**src/hw/cgdm_pkg.sv**
```systemverilog
package cgdm_pkg;

  // Register offsets on the plain register port.
  localparam logic [2:0] CGDM_OFS_CTRL_ONE   = 3'h0;
  localparam logic [2:0] CGDM_OFS_CTRL_TWO   = 3'h1;
  localparam logic [2:0] CGDM_OFS_STATUS     = 3'h2;
  localparam logic [2:0] CGDM_OFS_CTRL_THREE = 3'h3;
  localparam logic [2:0] CGDM_OFS_TEST_CTRL  = 3'h4;
  localparam logic [2:0] CGDM_OFS_DIVIDERS   = 3'h5;

  // Field positions of control register one.
  localparam int CGDM_C1_CLOCK_SOURCE_SELECT_HI = 7;
  localparam int CGDM_C1_CLOCK_SOURCE_SELECT_LO = 6;
  localparam int CGDM_C1_REF_DIVIDER_FIELD_HI = 5;
  localparam int CGDM_C1_REF_DIVIDER_FIELD_LO = 3;

  // Field positions of control register two.
  localparam int CGDM_C2_RANGE = 5;
  localparam int CGDM_C2_LP    = 3;

  // Field positions of control register three.
  localparam int CGDM_C3_PLL_FLL_SELECT    = 6;
  localparam int CGDM_C3_EXTRA_DIVIDE_BY_THIRTYTWO   = 4;
  localparam int CGDM_C3_VCO_DIVIDER_FIELD_HI = 3;
  localparam int CGDM_C3_VCO_DIVIDER_FIELD_LO = 0;

  // Field positions of the status register.
  localparam int CGDM_SC_LOCK     = 6;
  localparam int CGDM_SC_PLL_FLL_SELECT_STATUS    = 5;
  localparam int CGDM_SC_CLOCK_SOURCE_STATUS_HI = 3;
  localparam int CGDM_SC_CLOCK_SOURCE_STATUS_LO = 2;

  // Field positions of the test and control register.
  localparam int CGDM_TC_DCO_MAX_FINETUNE = 5;
  localparam int CGDM_TC_DRS   = 0;

  // Values after reset.
  localparam logic [7:0] CGDM_RST_CTRL_ONE   = 8'h04;
  localparam logic [7:0] CGDM_RST_CTRL_TWO   = 8'h40;
  localparam logic [7:0] CGDM_RST_CTRL_THREE = 8'h01;
  localparam logic [7:0] CGDM_RST_TEST_CTRL  = 8'h00;

  // Masks of writable bits; test bits 7:6 and 4:1 are held at zero.
  localparam logic [7:0] CGDM_TC_WMASK = 8'h21;

  // Clock source codes.
  localparam logic [1:0] CGDM_SRC_FLLPLL = 2'h0;
  localparam logic [1:0] CGDM_SRC_INT    = 2'h1;
  localparam logic [1:0] CGDM_SRC_EXT    = 2'h2;

  // FLL multiplication factors.
  localparam logic [10:0] CGDM_FLL_LOW    = 11'h200;
  localparam logic [10:0] CGDM_FLL_LOW_FT = 11'h260;
  localparam logic [10:0] CGDM_FLL_MID    = 11'h400;
  localparam logic [10:0] CGDM_FLL_MID_FT = 11'h4C0;

  // Synchroniser depth and lock settle time.
  localparam int CGDM_SYNC_STAGES = 2;
  localparam int CGDM_LOCK_NS     = 1000;
  localparam int CGDM_CLK_NS      = 10;
  localparam int CGDM_LOCK_CYC    = (CGDM_LOCK_NS + CGDM_CLK_NS - 1)
                                    / CGDM_CLK_NS;

  // Operating modes of the generator.
  typedef enum logic [6:0] {
    CGDM_FEI  = 7'h01,
    CGDM_FBI  = 7'h02,
    CGDM_BYPASS_LOWPOWER_INT = 7'h04,
    CGDM_FBE  = 7'h08,
    CGDM_BYPASS_LOWPOWER_EXT = 7'h10,
    CGDM_PBE  = 7'h20,
    CGDM_PEE  = 7'h40
  } cgdm_mode_t;

endpackage

```
**src/hw/cgdm_sync.sv**
```systemverilog
module cgdm_sync
  import cgdm_pkg::*;
#(
  parameter int WIDTH = 4
) (
  // Clock and reset.
  input  wire logic             clock_in,
  input  wire logic             rst_in,
  // Value in the source domain and its settled copy.
  input  wire logic [WIDTH-1:0] d_in,
  output logic      [WIDTH-1:0] q_out
);

  logic [WIDTH-1:0] meta_r;
  logic [WIDTH-1:0] meta_nxt;
  logic [WIDTH-1:0] q_r;
  logic [WIDTH-1:0] q_nxt;

  // Two stages; only the second stage reads the first.
  always_comb begin
    meta_nxt = d_in;
    q_nxt    = meta_r;
  end

  // The stages clear on reset so that status starts from a known value.
  always_ff @(posedge clock_in) begin
    if (rst_in) begin
      meta_r <= '0;
      q_r    <= '0;
    end else begin
      meta_r <= meta_nxt;
      q_r    <= q_nxt;
    end
  end

  assign q_out = q_r;

endmodule

```
**src/hw/cgdm_lock.sv**
```systemverilog
module cgdm_lock
  import cgdm_pkg::*;
#(
  parameter int CYCLES = CGDM_LOCK_CYC
) (
  // Clock and reset.
  input  wire logic clock_in,
  input  wire logic rst_in,
  // Loop running and its settings changed.
  input  wire logic run_in,
  input  wire logic restart_in,
  // Lock reached.
  output logic      lock_out
);

  logic [15:0] cnt_r;
  logic [15:0] cnt_nxt;
  logic        lock_r;
  logic        lock_nxt;

  // A restart request or a stopped loop clears the settle count, since the loop
  // must reacquire before its output can be trusted.
  always_comb begin
    cnt_nxt  = cnt_r;
    lock_nxt = lock_r;
    if (!run_in || restart_in) begin
      cnt_nxt  = 16'h0000;
      lock_nxt = 1'b0;
    end else if (cnt_r == 16'(CYCLES - 1)) begin
      lock_nxt = 1'b1;
    end else begin
      cnt_nxt = cnt_r + 16'h0001;
    end
  end

  // Registered count and lock flag.
  always_ff @(posedge clock_in) begin
    if (rst_in) begin
      cnt_r  <= 16'h0000;
      lock_r <= 1'b0;
    end else begin
      cnt_r  <= cnt_nxt;
      lock_r <= lock_nxt;
    end
  end

  assign lock_out = lock_r;

endmodule

```
**src/hw/cgdm_top.sv**
```systemverilog
// Behaviour
// - FLL divide: power of two, times 32 when range and divide-by-32 are both set
// - PLL divide equals two to field
// - Fine-tune bit picks narrowed DCO range
// - Range status follows select after synchronisation
// - Range status zero in listed modes
// - Range writes ignored while LP/PLL_FLL_SELECT set
// - Range select: zero low, one mid
// - FLL factor 512/608/1024/1216
// - External select reported after synchronisation
// - Code 01 selects internal reference clock
// - PLL_FLL_SELECT clear selects FLL, status clears
// - Divide-by-32 switches to FLL divider
// - LP bit toggles BYPASS_LOWPOWER_EXT and FBE/PBE
// - Lock flag; FLL runs in FBE
// - VCO field ignored while FLL selected
// - PLL_FLL_SELECT change in BYPASS_LOWPOWER_EXT keeps output
//
// The implementer's own choices: the register offsets and the address-and-strobe port.
module cgdm_top
  import cgdm_pkg::*;
#(
  parameter int LOCK_CYCLES = CGDM_LOCK_CYC
) (
  // Clock and reset.
  input  wire logic              clock_in,
  input  wire logic              rst_in,
  // Register port.
  input  wire logic [2:0]        addr_in,
  input  wire logic [7:0]        wdata_in,
  input  wire logic              wr_in,
  input  wire logic              rd_in,
  output logic      [7:0]        rdata_out,
  // Derived clock configuration.
  output cgdm_pkg::cgdm_mode_t   mode_out,
  output logic      [10:0]       fll_ref_div_out,
  output logic      [7:0]        pll_ref_div_out,
  output logic      [10:0]       fll_factor_out,
  output logic      [3:0]        vco_div_out,
  output logic                   div_reserved_out,
  output logic      [1:0]        clock_source_status_out,
  output logic                   fll_running_out,
  output logic                   pll_running_out
);

  logic [7:0]  ctrl_one_r;
  logic [7:0]  ctrl_one_nxt;
  logic [7:0]  ctrl_two_r;
  logic [7:0]  ctrl_two_nxt;
  logic [7:0]  ctrl_three_r;
  logic [7:0]  ctrl_three_nxt;
  logic [7:0]  test_ctrl_r;
  logic [7:0]  test_ctrl_nxt;
  logic [7:0]  rdata_r;
  logic [7:0]  rdata_nxt;
  logic [1:0]  clock_source_select;
  logic [2:0]  ref_divider_field;
  logic        low_power_bypass;
  logic        pll_fll_select;
  logic        extra_divide_by_thirtytwo;
  logic        dco_max_finetune;
  logic        dco_range_select;
  logic        range_bit;
  logic [3:0]  vco_divider_field;
  logic [3:0]  sync_d;
  logic [3:0]  sync_q;
  logic [1:0]  clock_source_status;
  logic        pll_fll_select_status;
  logic        dco_range_status;
  logic        lock_raw;
  logic        lock_restart;
  logic        fll_run;
  logic        pll_run;
  cgdm_mode_t  mode;
  logic [7:0]  status_rd;
  logic [7:0]  divs_rd;

  // Two to the power of a three-bit field.
  function automatic logic [7:0] cgdm_pow2(input logic [2:0] f);
    cgdm_pow2 = 8'h01 << f;
  endfunction

  // Field views of the control registers.
  assign clock_source_select       = ctrl_one_r[CGDM_C1_CLOCK_SOURCE_SELECT_HI:
                                                CGDM_C1_CLOCK_SOURCE_SELECT_LO];
  assign ref_divider_field         = ctrl_one_r[CGDM_C1_REF_DIVIDER_FIELD_HI:
                                                CGDM_C1_REF_DIVIDER_FIELD_LO];
  assign range_bit                 = ctrl_two_r[CGDM_C2_RANGE];
  assign low_power_bypass          = ctrl_two_r[CGDM_C2_LP];
  assign pll_fll_select            = ctrl_three_r[CGDM_C3_PLL_FLL_SELECT];
  assign extra_divide_by_thirtytwo = ctrl_three_r[CGDM_C3_EXTRA_DIVIDE_BY_THIRTYTWO];
  assign vco_divider_field         = ctrl_three_r[CGDM_C3_VCO_DIVIDER_FIELD_HI:
                                                  CGDM_C3_VCO_DIVIDER_FIELD_LO];
  assign dco_max_finetune          = test_ctrl_r[CGDM_TC_DCO_MAX_FINETUNE];
  assign dco_range_select          = test_ctrl_r[CGDM_TC_DRS];

  // Register writes. Test bits are masked so stray ones cannot reach
  // the analog trim, even though software should never write them.
  always_comb begin
    ctrl_one_nxt   = ctrl_one_r;
    ctrl_two_nxt   = ctrl_two_r;
    ctrl_three_nxt = ctrl_three_r;
    test_ctrl_nxt  = test_ctrl_r;
    if (wr_in) begin
      case (addr_in)
        CGDM_OFS_CTRL_ONE:   ctrl_one_nxt   = wdata_in;
        CGDM_OFS_CTRL_TWO:   ctrl_two_nxt   = wdata_in;
        CGDM_OFS_CTRL_THREE: ctrl_three_nxt = wdata_in;
        CGDM_OFS_TEST_CTRL: begin
          test_ctrl_nxt[CGDM_TC_DCO_MAX_FINETUNE] = wdata_in[CGDM_TC_DCO_MAX_FINETUNE];
          if (!low_power_bypass && !pll_fll_select) begin
            test_ctrl_nxt[CGDM_TC_DRS] = wdata_in[CGDM_TC_DRS];
          end
          test_ctrl_nxt = test_ctrl_nxt & CGDM_TC_WMASK;
        end
        default: ;
      endcase
    end
  end

  // Mode follows the source select, loop select and low-power bit.
  always_comb begin
    case (clock_source_select)
      CGDM_SRC_FLLPLL: mode = pll_fll_select ? CGDM_PEE : CGDM_FEI;
      CGDM_SRC_INT:    mode = low_power_bypass ? CGDM_BYPASS_LOWPOWER_INT : CGDM_FBI;
      CGDM_SRC_EXT: begin
        if (low_power_bypass) begin
          mode = CGDM_BYPASS_LOWPOWER_EXT;
        end else if (pll_fll_select) begin
          mode = CGDM_PBE;
        end else begin
          mode = CGDM_FBE;
        end
      end
      default: mode = CGDM_FEI;
    endcase
  end

  // The loop is powered except in low-power bypass. In BYPASS_LOWPOWER_EXT the select
  // bit only prepares the next loop, so neither run flag moves.
  always_comb begin
    fll_run = !low_power_bypass && !pll_fll_select;
    pll_run = !low_power_bypass && pll_fll_select;
  end

  // Reference dividers and FLL multiplier.
  always_comb begin
    pll_ref_div_out  = cgdm_pow2(ref_divider_field);
    fll_ref_div_out  = {3'h0, cgdm_pow2(ref_divider_field)};
    div_reserved_out = 1'b0;
    if (range_bit && extra_divide_by_thirtytwo) begin
      fll_ref_div_out  = {cgdm_pow2(ref_divider_field), 3'h0} << 2;
      div_reserved_out = ref_divider_field[2] & ref_divider_field[1];
    end
    case ({dco_range_select, dco_max_finetune})
      2'h0:    fll_factor_out = CGDM_FLL_LOW;
      2'h1:    fll_factor_out = CGDM_FLL_LOW_FT;
      2'h2:    fll_factor_out = CGDM_FLL_MID;
      2'h3:    fll_factor_out = CGDM_FLL_MID_FT;
      default: fll_factor_out = CGDM_FLL_LOW;
    endcase
    vco_div_out = pll_fll_select ? vco_divider_field : 4'h0;
  end

  // Selections pass into the generator's domain before status shows
  // them; this costs two cycles of latency but avoids torn reads.
  assign sync_d = {clock_source_select, pll_fll_select, dco_range_select};

  cgdm_sync #(
    .WIDTH (4)
  ) u_sync (
    .clock_in (clock_in),
    .rst_in   (rst_in),
    .d_in     (sync_d),
    .q_out    (sync_q)
  );

  // Status fields come from the synchronised copies; range status is zeroed by the current mode.
  always_comb begin
    clock_source_status   = sync_q[3:2];
    pll_fll_select_status = sync_q[1];
    dco_range_status      = sync_q[0];
    if (mode == CGDM_BYPASS_LOWPOWER_INT || mode == CGDM_BYPASS_LOWPOWER_EXT ||
        mode == CGDM_PBE || mode == CGDM_PEE) begin
      dco_range_status = 1'b0;
    end
  end

  // A write to control register three or the test register restarts lock acquisition.
  assign lock_restart = wr_in && (addr_in == CGDM_OFS_CTRL_THREE ||
                                  addr_in == CGDM_OFS_TEST_CTRL);

  cgdm_lock #(
    .CYCLES (LOCK_CYCLES)
  ) u_lock (
    .clock_in   (clock_in),
    .rst_in     (rst_in),
    .run_in     (fll_run || pll_run),
    .restart_in (lock_restart),
    .lock_out   (lock_raw)
  );

  // Read views of status and of the divider summary.
  always_comb begin
    status_rd = 8'h00;
    status_rd[CGDM_SC_LOCK] = lock_raw;
    status_rd[CGDM_SC_PLL_FLL_SELECT_STATUS] = pll_fll_select_status;
    status_rd[CGDM_SC_CLOCK_SOURCE_STATUS_HI:CGDM_SC_CLOCK_SOURCE_STATUS_LO] = clock_source_status;
    divs_rd = {div_reserved_out, ref_divider_field, vco_div_out};
  end

  // Read data for the cycle after the strobe; unmapped reads give zero.
  always_comb begin
    rdata_nxt = 8'h00;
    if (rd_in) begin
      case (addr_in)
        CGDM_OFS_CTRL_ONE:   rdata_nxt = ctrl_one_r;
        CGDM_OFS_CTRL_TWO:   rdata_nxt = ctrl_two_r;
        CGDM_OFS_STATUS:     rdata_nxt = status_rd;
        CGDM_OFS_CTRL_THREE: rdata_nxt = ctrl_three_r;
        CGDM_OFS_TEST_CTRL: begin
          rdata_nxt = test_ctrl_r;
          rdata_nxt[CGDM_TC_DRS] = dco_range_status;
        end
        CGDM_OFS_DIVIDERS:   rdata_nxt = divs_rd;
        default:             rdata_nxt = 8'h00;
      endcase
    end
  end

  // State registers.
  always_ff @(posedge clock_in) begin
    if (rst_in) begin
      ctrl_one_r   <= CGDM_RST_CTRL_ONE;
      ctrl_two_r   <= CGDM_RST_CTRL_TWO;
      ctrl_three_r <= CGDM_RST_CTRL_THREE;
      test_ctrl_r  <= CGDM_RST_TEST_CTRL;
      rdata_r      <= 8'h00;
    end else begin
      ctrl_one_r   <= ctrl_one_nxt;
      ctrl_two_r   <= ctrl_two_nxt;
      ctrl_three_r <= ctrl_three_nxt;
      test_ctrl_r  <= test_ctrl_nxt;
      rdata_r      <= rdata_nxt;
    end
  end

  // Outputs.
  assign rdata_out               = rdata_r;
  assign mode_out                = mode;
  assign clock_source_status_out = clock_source_status;
  assign fll_running_out         = fll_run;
  assign pll_running_out         = pll_run;

endmodule

```
**config.mk**
```make
export PLATFORM = sky130hd
export DESIGN_NAME = cgdm_top
export DESIGN_NICKNAME = d
export VERILOG_FILES = /design/src/hw/cgdm_pkg.sv /design/src/hw/cgdm_sync.sv /design/src/hw/cgdm_lock.sv /design/src/hw/cgdm_top.sv
export SDC_FILE = /design/constraint.sdc
export NUM_CORES = 1
export LEC_CHECK = 0
export ABC_AREA = 1
export BUFFER_PORTS_ARGS = -buffer_cell sky130_fd_sc_hd__buf_2
export CAP_MARGIN = 20
export CORE_ASPECT_RATIO = 1.75
export CORE_MARGIN = 5
export CORE_UTILIZATION = 53
export CTS_CLUSTER_DIAMETER = 120
export CTS_CLUSTER_SIZE = 12
export DETAILED_ROUTE_END_ITERATION = 12
export PLACE_DENSITY = 0.88
export SLEW_MARGIN = 20
export SYNTH_ARGS = -nofsm -noshare
export SYNTH_HDL_FRONTEND = slang
export SYNTH_SLANG_ARGS = --single-unit
export TNS_END_PERCENT = 1
```
**constraint.sdc**
```tcl
create_clock -name clock_in -period 1.55 [get_ports clock_in]
set_clock_uncertainty 0.15 [all_clocks]
set_input_delay 0.0775 -clock clock_in [delete_from_list [all_inputs] [get_ports clock_in]]
set_output_delay 0.0775 -clock clock_in [all_outputs]
set_load 0.03 [all_outputs]
```
After elaboration in Yosys (flattened, before gate mapping)
Cells that the tools add are included.
Cells by class
  bitwise gates (word level): 2
  reductions and logical operators: 23
  equality and inequality tests: 15
  multiplexer cells: 11
  add/subtract/negate cells: 1
  shifts and indexed selects: 1
Operators by type and width (count)
  8-bit case mux with 6 select lines: 1
  11-bit case mux with 4 select lines: 1
  7-bit case mux with 3 select lines: 1
  16-bit by 1-bit adder with 16-bit output, second input constant: 1
  16-bit by 7-bit == test with 1-bit output, second input constant: 1
  6-bit two-way mux: 2
  11-bit two-way mux: 1
  2-bit AND reduction: 4
  1-bit by 3-bit left shift with 8-bit output, first input constant: 1
  7-bit by 3-bit == test with 1-bit output, second input constant: 1
  7-bit by 5-bit == test with 1-bit output, second input constant: 1
  7-bit by 6-bit == test with 1-bit output, second input constant: 1
  7-bit == test, second input constant: 1
  7-bit two-way mux: 1
  2-bit == test, second input constant: 3
  3-bit by 2-bit == test with 1-bit output, second input constant: 2
  3-bit == test, second input constant: 2
  1-bit logical OR: 6
  2-bit by 1-bit == test with 1-bit output, second input constant: 2
  1-bit logical AND: 4
  2-bit zero test: 2
  4-bit two-way mux: 1
  2-bit OR reduction: 2
  3-bit by 1-bit == test with 1-bit output, second input constant: 1
  other kinds (7): 10
Word-level totals
  word-level logic and storage cells: 63
  register bits after elaboration: 59
  output and inout port bits: 54
  bits of input ports: 15

Depth between registers and ports, before layout
Gate-level depths: netlist of the first run.
  depth in word-level cells: 9
  gate-level depth with buffers: 9
  depth with buffers taken out: 8

Modules after synthesis
From an unflattened synthesis of the first run, not the netlist that was laid out.
Second synthesis, totals
  cell total of the unflattened synthesis: 458
  area total of the unflattened synthesis: 3062.9 um^2
By module, submodules not included
  cgdm_top: area an instance 1856.8 um^2, instances 1, sequential area each 680.7 um^2, cells each 282
  cgdm_lock: area an instance 974.7 um^2, instances 1, sequential area each 340.3 um^2, cells each 151
  cgdm_sync: area an instance 231.5 um^2, instances 1, sequential area each 160.2 um^2, cells each 25

Worst setup path before layout of the first run
No wires, ideal clock.
  kind: flip-flop to output port
  start point: reg ctrl_one_r[4]
  end point: out fll_ref_div_out[7]
  cell stages (with the launch flop): 6
  data arrival time: 2060 ps
  buffers on the path: 1
  required time: 1322 ps
  path slack: -737 ps
  cells stage by stage: dfxtp_1 -> buf_2 -> inv_1 -> nor3_1 -> inv_1 -> o21ai_0
Between the ends
  cells in the longest elaborated chain, start to end: 2
RTL lines
  start: declaration: RTL line cgdm_top.sv:46  | logic [7:0] ctrl_one_r;
  start signal: assignment: RTL line cgdm_top.sv:240  | ctrl_one_r <= ctrl_one_nxt;
  1-bit by 3-bit left shift with 8-bit output: RTL line cgdm_top.sv:80  | cgdm_pow2 = 8'h01 << f;
  via pll_ref_div_out[2]: RTL line cgdm_top.sv:37  | output logic [7:0] pll_ref_div_out,
  11-bit two-way mux: RTL line cgdm_top.sv:151  | if (range_bit && extra_divide_by_thirtytwo) begin
  end: declaration: RTL line cgdm_top.sv:36  | output logic [10:0] fll_ref_div_out,
The timed path passes the listed nets, and every way through them passes these cells.

Worst setup path after layout of the first run
  start point: reg ctrl_one_r[5]
  end point: out fll_ref_div_out[10]
Between the ends
  cells in the longest elaborated chain, start to end: 2
RTL lines (RTL line)
  1-bit by 3-bit left shift with 8-bit output: cgdm_top.sv:80
  11-bit two-way mux: cgdm_top.sv:151
Every way passes these cells.

==> results.py, run 1 <==
metrics = {
    "grt": {
        "antenna_found_initial": 0,
        "grt_overflow": 0,
        "grt_pass1_wl_microns": 14100,
        "use_met3": 0.0716,
        "grt_use_met1": 0.230,
        "busiest_layer": "met2",
        "grt_max_degree": 15,
        "met2_usage": 0.463,
        "groute.usage.overall": 0.254,
        "grt_pass1_vias": 3226,
    },
    "yosys": {
        "ys_seq_elements": 59,
        "ys_seq_area_frac": 0.391,
        "netlist_instances": 447,
        "ys_warn_count": 0,
        "syn_area_per_cell_sq_um": 6.76,
        "synth_area_sq_um": 3020,
        "yosysUniqueCellTypes": 34,
    },
    "sta": {
        "final_hold_viol_count": 0,
        "fmax_ghz": 0.599,
        "drv_slew": 0,
        "fin_crit_ns": 1.67,
        "finalWorstSetupSlack_ns": -0.120,
        "hold-worst-slack_ns": 0.0568,
        "grt_setup_unrepaired": "yes",
        "fin_crit_sh": 1.08,
        "setup_viol": 12,
    },
    "placed_design": {
        "placed_cells": 576,
        "globalplace.congestion": 0.940,
        "portBuffers": 62,
        "dp.final_hpwl_microns": 6220,
        "place_ws_ns": 0.0721,
    },
    "clock_network": {
        "cts_tree": "built",
        "root_buffer": "clkbuf_8",
        "clock_sinks": 59,
        "clk_pin_slew_ns": 0.07,
        "cts-buffers-inserted": 9,
        "htree_levels": 3,
        "clk_latency_ns": 0.34,
        "clockBufferDepth": 2,
    },
    "floorplanning": {
        "die_h_microns": 110,
        "dieWidth_microns": 67.1,
        "start_util": 0.545,
        "io_pins": 69,
        "core_area_sq_um": 5540,
        "die-area_sq_um": 7370,
        "rows": 36,
    },
    "drt": {
        "routedWlPerCell_microns": 14.5,
        "detail-route-antenna-nets": 0,
        "via_per_inst": 5.27,
        "vias": 3190,
        "dr.pass1.iters": 5,
        "wl_microns": 8770,
        "drc": 0,
        "drt_iter0_drc": 243,
    },
    "power": {
        "p_leak_nw": 1.76,
        "finalPower_mw": 3.37,
        "powerDensity_nw_per_um2": 862,
        "ir_drop_v": 0.000713,
    },
    "status": {
        "status": "finished, violations left",
        "violations": "setup timing",
    },
    "critical_path": {
        "worstPathRequired_ns": 1.32,
        "critPathArrivalTime_ns": 1.44,
        "endpoint_kind": "output pin",
        "critPathLaunchType": "register",
        "critical_path.slowest_cell": "dfxtp_4",
        "worst-setup-path-type": "register to output pin",
        "worstPathCellList": "clkinvlp_4 -> buf_4 -> nor4_4 -> buf_6",
        "cpPeakStageDelay_ns": 0.37,
        "cp_max_fo": 5,
        "reg2reg_slack_ns": 0.11,
    },
    "final_layout": {
        "final_cell_mix": "96 x nand2_1, 68 x nor2_1, 53 x inv_1",
        "seqCellArea_sq_um": 1200,
        "final_common_cell": "nand2_1",
        "instances_no_fill": 605,
        "n_fill_cell": 459,
        "drive_above_1_share": 0.280,
        "syn_to_final_growth_pct": 29.2,
        "multi_input_area_sq_um": 1600,
        "final_nets": 540,
        "antennaDiodeCount": 0,
    },
    "run": {
        "drv_cap": 0,
    },
    "min_path": {
        "hp-class": "primary input to register",
    },
}
[report_power, final]
group          switching, mW  total, mW  leakage, nW  internal, mW
Combinational          0.284      0.417         1.18         0.133
Clock                  0.578       1.36       0.0947         0.786
Sequential            0.0336       1.58        0.483          1.55
[synth_stat cells (all sizes together)]
| cell | number | area share |
|---|---|---|
| a21oi | 31 | 0.053 |
| a31oi | 1 | 0.0021 |
| buf | 17 | 0.045 |
| clkbuf | 5 | 0.0062 |
| conb | 1 | 0.0012 |
| dfxtp | 59 | 0.39 |
| ha | 1 | 0.0041 |
| inv | 64 | 0.081 |
| nand2 | 101 | 0.13 |
| nand3 | 28 | 0.051 |
| nand3b | 1 | 0.0025 |
| nand4 | 7 | 0.019 |
| nor2 | 84 | 0.12 |
| nor3 | 11 | 0.022 |
| nor4 | 1 | 0.0021 |
| o21ai | 29 | 0.057 |
| o22ai | 1 | 0.0021 |
| or2 | 1 | 0.0021 |
| xor2 | 4 | 0.012 |
[logic make-up (layout without fill, tap and decap cells)]
logic type	Yosys count	in the layout	share of synthesized area
simple gates	234	234	0.346
buf+inv	86	163	0.132
flops	59	59	0.391
other cells	1	6	0.00124
fa+ha+maj	1	1	0.00414
xor+xnor	4	4	0.0116
compound gates	62	62	0.114
[metal layers]
layer  part of all wire  vias up
met2               0.54      146
met5                  0        -
met4              0.063        0
li1                   -     1545
met1               0.34     1453
met3              0.061       46
[critical path: cells and delay by family, from the launching register on]
kind | cells | cell delay, ns
buf+inv | 3 | 0.50
flops | 1 | 0.37
simple gates | 1 | 0.22
[per-stage QoR]
step	utilization	TNS (ns)	instance area (sq um)
2_1_floorplan	-	-2.50	3080
3_3_place_gp	0.612	0	3390
3_5_place_dp	0.612	0	3390
4_1_cts	0.678	-0.516	3760
5_1_grt	0.704	-1.91	3900
6_report	0.704	-0.879	3900
[area by class of cell]
cell class / instances / share of cell area
flip-flops and latches: 59 / 0.307
repair buffers: 83 / 0.146
inverters: 64 / 0.0644
clock buffers: 14 / 0.0391
well taps: 76 / 0.0244
clock inverters: 2 / 0.00898
multi-input cells: 307 / 0.409
[worst paths after layout]
check | start | endpoint | cells after the start
worst min-delay path | rd_in | rdata_out[3]$_SDFF_PP0_ | 3
worst min register to register | u_sync.meta_r[2]$_SDFF_PP0_ | u_sync.q_out[2]$_SDFF_PP0_ | 2
worst max register to register | u_lock.cnt_r[0]$_SDFFE_PP0P_ | u_lock.cnt_r[14]$_SDFFE_PP0P_ | 8
worst max-delay path | ctrl_one_r[5]$_SDFFE_PP0P_ | fll_ref_div_out[10] | 4
[what timing repair did]
item / 4_1_cts / 5_1_grt
buffers inserted: 0 / 3
endpoints found under the setup margin: 23 / 28
hold buffers: 10 / 0
pin swaps: 0 / 5
resized for setup: 31 / 45
endpoints found under the hold margin: 34 / 0
[state kept, by name, indices dropped and copies added (netlist names)]
signal           count
test_ctrl_r          2
u_lock.cnt_r        16
u_lock.lock_out      1
ctrl_two_r           8
ctrl_three_r         8
u_sync.q_out         4
ctrl_one_r           8
rdata_out            8
u_sync.meta_r        4
No activity file was read; power rests on OpenSTA's default activity.
==> run 2, diff against run 1 <==
- PLACE_DENSITY: 0.88 -> 0.8
==> run 2 against run 1 <==
The flow still finishes with violations (setup timing). Critical path depth up 1. Sequential share of layout area up 0.12 points. Core utilization down 0.43 points. Worst setup slack better by 0.030 ns. Combinational power down 2%. Non-clock buffer count unchanged. Routed wire length down 3.0%. Global-route usage down 0.88 points. Clock-buffer cell count unchanged. Cell area down 0.61%.
==> results.py, run 2 (synthesis results as in run 1) <==
metrics = {
    "status": {
        "status": "finished, violations left",
        "violations": "setup timing",
    },
    "sta": {
        "fin_crit_ns": 1.64,
        "grt_setup_unrepaired": "yes",
        "setup_viol": 9,
        "drv_slew": 0,
        "final_hold_viol_count": 0,
        "fmax_ghz": 0.610,
        "finalWorstSetupSlack_ns": -0.0898,
        "fin_crit_sh": 1.06,
    },
    "critical_path": {
        "critPathLaunchType": "register",
        "cp_max_fo": 5,
        "worst-setup-path-type": "register to output pin",
        "endpoint_kind": "output pin",
        "worstPathRequired_ns": 1.32,
        "critPathArrivalTime_ns": 1.41,
    },
    "clock_network": {
        "clock_sinks": 59,
        "cts_tree": "built",
        "cts-buffers-inserted": 9,
        "clk_latency_ns": 0.35,
        "clockBufferDepth": 2,
        "root_buffer": "clkbuf_8",
        "htree_levels": 3,
        "clk_pin_slew_ns": 0.06,
    },
    "grt": {
        "grt_overflow": 0,
        "grt_pass1_wl_microns": 13500,
        "antenna_found_initial": 0,
        "groute.usage.overall": 0.245,
        "grt_pass1_vias": 3054,
        "grt_max_degree": 18,
    },
    "power": {
        "powerDensity_nw_per_um2": 871,
        "ir_drop_v": 0.000695,
        "p_leak_nw": 1.77,
    },
    "final_layout": {
        "syn_to_final_growth_pct": 28.4,
        "instances_no_fill": 605,
        "final_common_cell": "nand2_1",
        "antennaDiodeCount": 0,
        "regMostFlops": "u_lock.cnt_r",
        "final_nets": 540,
        "drive_above_1_share": 0.272,
        "largest_register_ffs": 16,
        "n_fill_cell": 488,
        "final_cell_mix": "98 x nand2_1, 71 x nor2_1, 53 x inv_1",
    },
    "floorplanning": {
        "die_h_microns": 110,
        "die-area_sq_um": 7370,
        "core_area_sq_um": 5540,
        "io_pins": 69,
        "dieWidth_microns": 67.1,
        "start_util": 0.545,
        "rows": 36,
    },
    "drt": {
        "dr.pass1.iters": 6,
        "wl_met3_microns": 389,
        "vias": 3078,
        "drc": 0,
        "via_per_inst": 5.09,
        "drt_iter0_drc": 189,
        "wl_microns": 8500,
        "detail-route-antenna-nets": 0,
        "routed.top_layer": "met4",
        "wl_met1_microns": 2920,
        "routedWlPerCell_microns": 14.1,
        "routed-wl-met2_microns": 4740,
    },
    "placed_design": {
        "dp.final_hpwl_microns": 6280,
        "place_ws_ns": 0.0520,
        "placed_cells": 578,
        "globalplace.congestion": 0.897,
        "portBuffers": 62,
    },
    "run": {
        "drv_cap": 0,
    },
    "min_path": {
        "hp-class": "primary input to register",
    },
}
## run 2: cell count changes in the layout (fill, tap and decap cells not counted), moves of 2 or more
cell | before | now
nor2_1 | 68 | 71
nor2_2 | 10 | 7
buf_2 | 43 | 45
nand2_1 | 96 | 98
nand2_2 | 3 | 1
## run 2: final timing paths
path	from	to	slack [ns]	cells past startpoint
max	ctrl_one_r[4]$_SDFFE_PP0P_	fll_ref_div_out[6]	-0.09	5
min reg2reg	u_sync.meta_r[3]$_SDFF_PP0_	u_sync.q_out[3]$_SDFF_PP0_	0.26	2
min	rd_in	rdata_out[0]$_SDFF_PP0_	0.07	3
max reg2reg	u_lock.cnt_r[6]$_SDFFE_PP0P_	u_lock.cnt_r[14]$_SDFFE_PP0P_	0.14	7
## run 2: stage by stage
step	util	TNS [ns]	power [mW]	hold WS [ns]	area (sq um)
after global routing	0.700	-1.31	3.50	0.0736	3880
after global placement	0.614	0	1.97	0.169	3400
after floorplan	-	-2.50	1.88	-0.00343	3080
after detailed placement	0.614	0	1.98	0.168	3400
final	0.700	-0.348	3.38	0.0683	3880
after CTS	0.686	-0.178	3.36	0.0547	3800
## run 2: cell type report
cell class	instances	area [sq um]	area share
clock buffers	14	153	0.0394
clock inverters	2	35.0	0.00903
inverters	64	253	0.0652
multi-input cells	307	1580	0.408
flip-flops and latches	59	1200	0.309
well taps	76	95.1	0.0245
repair buffers	83	562	0.145
## run 2: repair_timing
action / 4_1_cts / 5_1_grt
gates resized for setup: 39 / 26
setup buffers: 1 / 0
pin swaps: 2 / 1
endpoints found under the hold margin: 34 / 0
endpoints found under the setup margin: 21 / 29
hold buffers: 10 / 0
## run 2: worst max-delay path: stages, from the launching register on
cell and delay [ns]:
dfxtp_2 0.34, buf_6 0.14, nor3_4 0.22, inv_2 0.07, o21ai_2 0.14, buf_6 0.15
## run 2: metal layers
layer  vias to the layer above  global-route usage
met4                         0               0.183
met5                         -                   0
met2                       108               0.441
met3                        37              0.0583
li1                       1537                   -
met1                      1396               0.232
## run 2: power by group
part	total (mW)	switching (mW)	internal (mW)
logic	0.410	0.277	0.133
clock network	1.38	0.593	0.786
registers	1.59	0.0360	1.55
total	3.38	0.906	2.47
